===== src/hdl/mfpc_pkg.sv =====
// mfpc_pkg: constants and types for the multifunction pin configuration block
// assumes a byte-wide register port with book/page/address decode outside or here
`default_nettype none
package mfpc_pkg;
   localparam logic [7:0] MFPC_BOOK = 8'h00;
   localparam logic [7:0] MFPC_PAGE = 8'h01;
   localparam logic [7:0] MFPC_OFS_DOUT = 8'h3F;
   localparam logic [7:0] MFPC_OFS_IRQ = 8'h40;
   localparam logic [7:0] MFPC_OFS_BCLK2 = 8'h41;
   localparam logic [7:0] MFPC_RST_DOUT = 8'h10;
   localparam logic [7:0] MFPC_RST_IRQ = 8'h07;
   localparam logic [7:0] MFPC_RST_BCLK2 = 8'h00;
   localparam int MFPC_POS_LEVEL = 6;
   localparam int MFPC_NPINS = 3;

   typedef enum logic [4:0] {
      MFPC_FN_OFF = 5'h00,
      MFPC_FN_IN = 5'h01,
      MFPC_FN_LEVEL = 5'h03,
      MFPC_FN_BITBANG = 5'h04,
      MFPC_FN_PDMCLK = 5'h05,
      MFPC_FN_GENERAL_CLOCK_OUTPUT = 5'h06,
      MFPC_FN_INTERRUPT_LINE_ONE = 5'h07,
      MFPC_FN_INTERRUPT_LINE_TWO = 5'h08,
      MFPC_FN_INTERRUPT_LINE_THREE = 5'h09,
      MFPC_FN_INTERRUPT_LINE_FOUR = 5'h0A,
      MFPC_FN_P1WCLK = 5'h0C,
      MFPC_FN_P1BCLK = 5'h0D,
      MFPC_FN_P1DOUT = 5'h10,
      MFPC_FN_P1WCLK2 = 5'h11,
      MFPC_FN_P2BCLK = 5'h12,
      MFPC_FN_P2DOUT = 5'h15,
      MFPC_FN_AXWCLK = 5'h1B,
      MFPC_FN_AXBCLK = 5'h1C,
      MFPC_FN_AXDOUT = 5'h1D
   } mfpc_fn_e;

   // register layout: bit 7 spare, bit 6 static level, bit 5 spare, 4:0 function
   typedef struct packed {
      logic spare_hi;
      logic static_level;
      logic spare_lo;
      logic [4:0] function_select;
   } mfpc_cfg_s;

   // internal sources that a pin may carry
   typedef struct packed {
      logic shared_bitbang_level;
      logic pdm_clock;
      logic general_clock_output;
      logic [3:0] interrupt_line;
      logic port_one_word_clock_out;
      logic port_one_bit_clock_out;
      logic port_one_data_out;
      logic port_two_bit_clock_out;
      logic port_two_data_out;
      logic aux_port_word_clock_out;
      logic aux_port_bit_clock_out;
      logic aux_port_data_out;
   } mfpc_src_s;

   typedef struct packed {
      logic wr;
      logic [7:0] book;
      logic [7:0] page;
      logic [7:0] addr;
      logic [7:0] wdata;
   } mfpc_req_s;

   // per-pin drive: output value, output enable, input buffer enable
   typedef struct packed {
      logic out;
      logic oe;
      logic ie;
   } mfpc_drv_s;
endpackage
`default_nettype wire


===== src/hdl/mfpc_pin_mux.sv =====
// mfpc_pin_mux: selects what one multifunction pin drives from its configuration
// purely combinational; the top registers the result
`default_nettype none
module mfpc_pin_mux
   import mfpc_pkg::*;
(
   input wire mfpc_pkg::mfpc_cfg_s cfg,
   input wire mfpc_pkg::mfpc_src_s src,
   output mfpc_pkg::mfpc_drv_s drv
);
   always_comb
   begin
      drv = '0;
      // reserved codes fall to the default: pin left undriven with buffers off
      unique case (cfg.function_select)
         MFPC_FN_OFF: drv = '0;
         MFPC_FN_IN: drv.ie = 1'b1;
         MFPC_FN_LEVEL: drv = '{out: cfg.static_level, oe: 1'b1, ie: 1'b0};
         MFPC_FN_BITBANG: drv = '{out: src.shared_bitbang_level, oe: 1'b1, ie: 1'b0};
         MFPC_FN_PDMCLK: drv = '{out: src.pdm_clock, oe: 1'b1, ie: 1'b0};
         MFPC_FN_GENERAL_CLOCK_OUTPUT: drv = '{out: src.general_clock_output, oe: 1'b1, ie: 1'b0};
         MFPC_FN_INTERRUPT_LINE_ONE: drv = '{out: src.interrupt_line[0], oe: 1'b1, ie: 1'b0};
         MFPC_FN_INTERRUPT_LINE_TWO: drv = '{out: src.interrupt_line[1], oe: 1'b1, ie: 1'b0};
         MFPC_FN_INTERRUPT_LINE_THREE: drv = '{out: src.interrupt_line[2], oe: 1'b1, ie: 1'b0};
         MFPC_FN_INTERRUPT_LINE_FOUR: drv = '{out: src.interrupt_line[3], oe: 1'b1, ie: 1'b0};
         MFPC_FN_P1WCLK: drv = '{out: src.port_one_word_clock_out, oe: 1'b1, ie: 1'b0};
         MFPC_FN_P1BCLK: drv = '{out: src.port_one_bit_clock_out, oe: 1'b1, ie: 1'b0};
         MFPC_FN_P1DOUT: drv = '{out: src.port_one_data_out, oe: 1'b1, ie: 1'b0};
         MFPC_FN_P1WCLK2: drv = '{out: src.port_one_word_clock_out, oe: 1'b1, ie: 1'b0};
         MFPC_FN_P2BCLK: drv = '{out: src.port_two_bit_clock_out, oe: 1'b1, ie: 1'b0};
         MFPC_FN_P2DOUT: drv = '{out: src.port_two_data_out, oe: 1'b1, ie: 1'b0};
         MFPC_FN_AXWCLK: drv = '{out: src.aux_port_word_clock_out, oe: 1'b1, ie: 1'b0};
         MFPC_FN_AXBCLK: drv = '{out: src.aux_port_bit_clock_out, oe: 1'b1, ie: 1'b0};
         MFPC_FN_AXDOUT: drv = '{out: src.aux_port_data_out, oe: 1'b1, ie: 1'b0};
         default: drv = '0;
      endcase
   end
endmodule
`default_nettype wire


===== src/hdl/mfpc_top.sv =====
// mfpc_top: configuration registers and pin drive for three multifunction pins
// assumes the control-port decoder hands over one byte request per cycle on clk_sys
// Contract
// - selector 0 disables the pin and powers its buffers down
// - selector 1 makes the pin an input feeding the input multiplexer
// - selector 3 drives the pin with its static level bit 6
// - selector 4 drives the pin with the shared bit-bang level
// - selector 5 outputs the PDM clock
// - selector 6 outputs the general clock output
// - selectors 7 to 10 output interrupt lines one to four
// - selectors 12 and 13 output port one word and bit clocks
// - selector 16 outputs port one data, 17 its word clock
// - selector 18 outputs port two bit clock, 21 its data
// - selectors 27 to 29 output aux word clock, bit clock, data
// - data-out pin register at 0x3F book 0 page 1, resets to 10h
// - interrupt pin register at 0x40 book 0 page 1, resets to 7h
// - second bit-clock pin register at 0x41, resets to zero
`default_nettype none
module mfpc_top
(
   input wire logic clk_sys,
   input wire logic resetn,
   input wire mfpc_pkg::mfpc_req_s req,
   input wire logic req_valid,
   output mfpc_pkg::mfpc_cfg_s serial_dout_pin_config,
   output mfpc_pkg::mfpc_cfg_s irq_pin_config,
   output mfpc_pkg::mfpc_cfg_s second_bitclock_pin_config,
   output logic [7:0] rdata,
   output logic rvalid,
   input wire mfpc_pkg::mfpc_src_s src,
   input wire logic [2:0] pin_in,
   output logic [2:0] pin_out,
   output logic [2:0] pin_oe,
   output logic [2:0] pin_ie,
   output logic [2:0] pin_to_input_mux
);
   import mfpc_pkg::*;

   typedef struct packed {
      mfpc_cfg_s [MFPC_NPINS-1:0] cfg;
      logic [7:0] rdata;
      logic rvalid;
      mfpc_drv_s [MFPC_NPINS-1:0] drv;
      logic [2:0] in_s1;
      logic [2:0] in_s2;
      logic [2:0] in_s3;
      logic [2:0] in_q;
   } mfpc_state_s;

   localparam logic [7:0] OFS [MFPC_NPINS] = '{MFPC_OFS_DOUT, MFPC_OFS_IRQ, MFPC_OFS_BCLK2};
   localparam logic [7:0] RST [MFPC_NPINS] = '{MFPC_RST_DOUT, MFPC_RST_IRQ, MFPC_RST_BCLK2};

   mfpc_state_s st_q;
   mfpc_state_s st_d;
   mfpc_drv_s [MFPC_NPINS-1:0] mux_drv;
   logic page_hit;

   assign page_hit = req_valid && (req.book == MFPC_BOOK) && (req.page == MFPC_PAGE);

   genvar gi;
   generate
      for (gi = 0; gi < MFPC_NPINS; gi++)
      begin : g_pin
         mfpc_pin_mux u_mux
         (
            .cfg(st_q.cfg[gi]),
            .src(src),
            .drv(mux_drv[gi])
         );
         assign pin_out[gi] = st_q.drv[gi].out;
         assign pin_oe[gi] = st_q.drv[gi].oe;
         assign pin_ie[gi] = st_q.drv[gi].ie;
      end
   endgenerate

   always_comb
   begin
      st_d = st_q;
      st_d.rvalid = 1'b0;
      for (int i = 0; i < MFPC_NPINS; i++)
      begin
         if (page_hit && req.addr == OFS[i])
         begin
            if (req.wr)
               st_d.cfg[i] = req.wdata;
            else
               st_d.rdata = st_q.cfg[i];
         end
      end
      if (page_hit && !req.wr)
         st_d.rvalid = 1'b1;
      // unmapped reads answer zero
      if (page_hit && !req.wr && req.addr != OFS[0] && req.addr != OFS[1]
          && req.addr != OFS[2])
         st_d.rdata = 8'h00;
      st_d.drv = mux_drv;
      // pins are async to clk_sys; accept a change once stages two and three agree
      st_d.in_s1 = pin_in;
      st_d.in_s2 = st_q.in_s1;
      st_d.in_s3 = st_q.in_s2;
      for (int i = 0; i < MFPC_NPINS; i++)
      begin
         // a pin that stops listening must not leave a stale level at the input mux
         if (!st_q.drv[i].ie)
            st_d.in_q[i] = 1'b0;
         else if (st_q.in_s2[i] == st_q.in_s3[i])
            st_d.in_q[i] = st_q.in_s3[i];
      end
   end

   always_ff @(posedge clk_sys)
   begin
      if (!resetn)
      begin
         st_q <= '0;
         st_q.cfg[0] <= RST[0];
         st_q.cfg[1] <= RST[1];
         st_q.cfg[2] <= RST[2];
      end
      else
         st_q <= st_d;
   end

   assign serial_dout_pin_config = st_q.cfg[0];
   assign irq_pin_config = st_q.cfg[1];
   assign second_bitclock_pin_config = st_q.cfg[2];
   assign rdata = st_q.rdata;
   assign rvalid = st_q.rvalid;
   assign pin_to_input_mux = st_q.in_q;

   // per-pin routing, one cycle behind the selector; reserved codes are software's to avoid
   generate
      for (gi = 0; gi < MFPC_NPINS; gi++)
      begin : g_chk

      end
   endgenerate
endmodule
`default_nettype wire

===== config.mk =====
export PLATFORM = sky130hd
export DESIGN_NAME = mfpc_top
export DESIGN_NICKNAME = d
export VERILOG_FILES = /design/src/hdl/mfpc_pkg.sv /design/src/hdl/mfpc_pin_mux.sv /design/src/hdl/mfpc_top.sv
export SDC_FILE = /design/constraint.sdc
export NUM_CORES = 1
export LEC_CHECK = 0
export BUFFER_PORTS_ARGS = -buffer_cell sky130_fd_sc_hd__buf_2
export CORE_ASPECT_RATIO = 0.5
export CORE_MARGIN = 1.5
export CORE_UTILIZATION = 41
export DETAILED_ROUTE_END_ITERATION = 16
export PLACE_DENSITY = 0.66
export SYNTH_ARGS = -nofsm -noshare
export SYNTH_HDL_FRONTEND = slang
export SYNTH_SLANG_ARGS = --single-unit

===== constraint.sdc =====
create_clock -name clk_sys -period 2.12 [get_ports clk_sys]
set_input_delay 0.106 -clock clk_sys [delete_from_list [all_inputs] [get_ports clk_sys]]
set_output_delay 0.106 -clock clk_sys [all_outputs]
set_load 0.02 [all_outputs]

==> results.json <==
{
  "status": "finished clean",
  "grtUsageTotal_pct": 19.9,
  "cts-htree-levels": 2,
  "setup_violations": 0,
  "period_share_pct": 83.9,
  "drt_iter0_drc": 162,
  "powerDensity_nw_per_um2": 527,
  "clkTransAtPathRegs_ns": 0.07,
  "hold_path_startpoint": "pin_in[1]",
  "row_count": 23,
  "first_global_vias": 2616,
  "final_common_cell": "buf_2",
  "fmax_mhz": 562,
  "ys_warn_count": 0,
  "dieArea_sq_um": 8840,
  "period_needed_ns": 1.78,
  "synth-seq-cells": 54,
  "synthCells": 383,
  "synthArstFlopShare_pct": 0,
  "rr_worst_depth": 4,
  "worstReg2RegEnd": "pin_out[0]",
  "clock-root-buffer": "clkbuf_16",
  "critPathLaunchType": "flop",
  "endpoint_kind": "flop",
  "seq_area_frac_synth_pct": 31.9,
  "boundaryPins": 99,
  "path_class": "flop to flop",
  "synth_flop_cell": "dfxtp_1",
  "start_util_pct": 42.3,
  "n_antenna_cell": 0,
  "yosys.area.top_type": "dfxtp_1",
  "vdd_ir_drop_max_v": 0.000322,
  "finalCoreUtilization_pct": 48.7,
  "place_area_sq_um": 3740,
  "numCtsBuffers": 5,
  "cp.arrival_ns": 1.93,
  "synth_top_area_share_pct": 31.9,
  "die_w_um": 131,
  "hold_path_depth": 2,
  "synth_nets": 437,
  "cp_max_fo": 13,
  "ff2ff_setup_slack_ns": 0.34,
  "hpwlAfterDp_um": 6420,
  "skew_ns": 0.0129,
  "holdBufCountCts": 0,
  "vias_per_cell": 5.29,
  "hp-class": "input pin to flop",
  "required_ns": 2.27,
  "hold_viol_final": 0,
  "wl_per_cell_um": 15.9,
  "final_nets": 488,
  "ant_nets": 0,
  "wl_um": 8670,
  "fp.dieH_um": 67.2,
  "synth_cell_type_count": 54,
  "rsz0062_at_grt": "no",
  "grt_max_degree": 20,
  "cts_resized": 0,
  "clockBufferDepth": 2,
  "tns_ns": 0,
  "stdcell_count": 547,
  "post-cts-setup-buffer-count": 0,
  "p_leak_nw": 1.63,
  "first_pass_iters": 4,
  "synthTopCellsByArea": "dfxtp_1 (32%), buf_4 (9.8%), mux2i_1 (9.5%), nor2b_1 (5.5%), o2bb2ai_1 (4.7%)",
  "core-area_sq_um": 8000,
  "tightestPinTransition_ns": 0.763,
  "relSlewSlack_pct": 49.1,
  "drc": 0,
  "post-route-cell-area_sq_um": 3890,
  "syn_area_sq_um": 3380,
  "port_buffers": 98,
  "dp.cells": 539,
  "cts_tree": "done",
  "num_vias": 2895,
  "synth-edff-count": 0,
  "place_congestion": 0.839,
  "avgSynthCellArea_sq_um": 8.84,
  "antenna_found_initial": 0,
  "insertion_delay_ns": 0.31,
  "area_growth_pct": 15.0,
  "drive_above_1_share_pct": 31.5,
  "grt_first_pass_wirelength_um": 13600,
  "cts.sinks": 54,
  "drv_cap": 0,
  "worstHoldEndpoint": "st_d[7]",
  "slew_violations": 0,
  "r2r_start": "serial_dout_pin_config[0]",
  "overflow": 0,
  "final_cell_mix": "buf_2 (98), dfxtp_1 (54), mux2i_1 (32)"
}
==> layer usage <==
layer | vias up | track usage [%] | part of all wire, % | routed length (um)
met4 | 0 | 6.25 | 1.3 | 115
met3 | 11 | 4.65 | 5.5 | 479
met5 | - | 0 | 0 | 0
li1 | 1441 | - | - | -
met1 | 1358 | 26.1 | 48 | 4150
met2 | 85 | 33.0 | 45 | 3930
==> Yosys cell counts, types with 4 or more instances <==
cell and number:
a21oi_1 9, a22oi_1 9, and2_1 9, and3_1 4, buf_4 44, clkbuf_1 27, dfxtp_1 54, inv_1 4
mux2_2 4, mux2i_1 32, nand2_1 16, nand3_1 6, nand3b_1 5, nand4_1 5, nor2_1 16, nor2b_1 30
nor3_1 5, nor3b_1 4, nor4b_1 4, o211a_1 8, o21a_1 6, o21ai_0 9, o2bb2ai_1 18, or3_1 4
==> area by class of cell <==
class	count	area (sq um)
Sequential cell	54	1080
Inverter	4	15.0
Clock inverter	3	28.8
Clock buffer	5	125
Fill cell	811	4110
Multi-Input combinational cell	251	1850
Timing Repair Buffer	118	653
Tap cell	112	140
==> report_power, final <==
group	total, W	internal [W]	switching [W]	leakage [nW]
clock network	0.000863	0.000451	0.000412	0.0759
registers	0.00103	0.00102	0.00000271	0.438
logic	0.000162	0.0000769	0.0000850	1.12
==> critical path, cell delays in order, from the launching register on <==
cell	delay, ns
dfxtp_1	0.59
o21ai_0	0.15
and4b_1	0.22
a2111oi_0	0.51
a21boi_0	0.17
==> per-stage QoR <==
step	hold slack [ns]	total power, W	worst slack [ns]
4_1_cts	0.00632	0.00207	0.378
6_report	0.00662	0.00205	0.341
3_3_place_gp	0.316	0.00121	0.189
3_5_place_dp	0.318	0.00121	0.154
5_1_grt	0.00817	0.00213	0.0703
2_1_floorplan	0.233	0.00113	0.231
==> cells by family after synthesis <==
family | synth area share, %
xor gates and xnor gates | 1.55
AOI/OAI and AO/OA | 17.7
adders and majority gates | 0.887
muxes | 10.8
and+or+nand+nor | 23.5
buffers and inverters | 13.6
DFF | 31.9
==> state kept, by name, summed over array words and instances, names as in the netlist <==
| signal | cells |
|---|---|
| irq_pin_config | 8 |
| pin_ie | 3 |
| pin_oe | 3 |
| pin_out | 3 |
| pin_to_input_mux | 3 |
| rdata | 8 |
| rvalid | 1 |
| second_bitclock_pin_config | 8 |
| serial_dout_pin_config | 8 |
| st_d | 6 |
| st_q | 3 |
==> worst max path at each step <==
| stage | from | endpoint | slack (ns) |
|---|---|---|---|
| after CTS | serial_dout_pin_config[0] | pin_out[0] | 0.38 |
| after detailed placement | req[13] | irq_pin_config[0] | 0.15 |
| after global placement | req[13] | irq_pin_config[1] | 0.19 |
| after floorplan | req[13] | second_bitclock_pin_config[0] | 0.23 |
| after global routing | serial_dout_pin_config[0] | pin_out[0] | 0.07 |
| final | serial_dout_pin_config[0] | pin_out[0] | 0.34 |
Note: power is estimated with default switching activity, not from simulation.
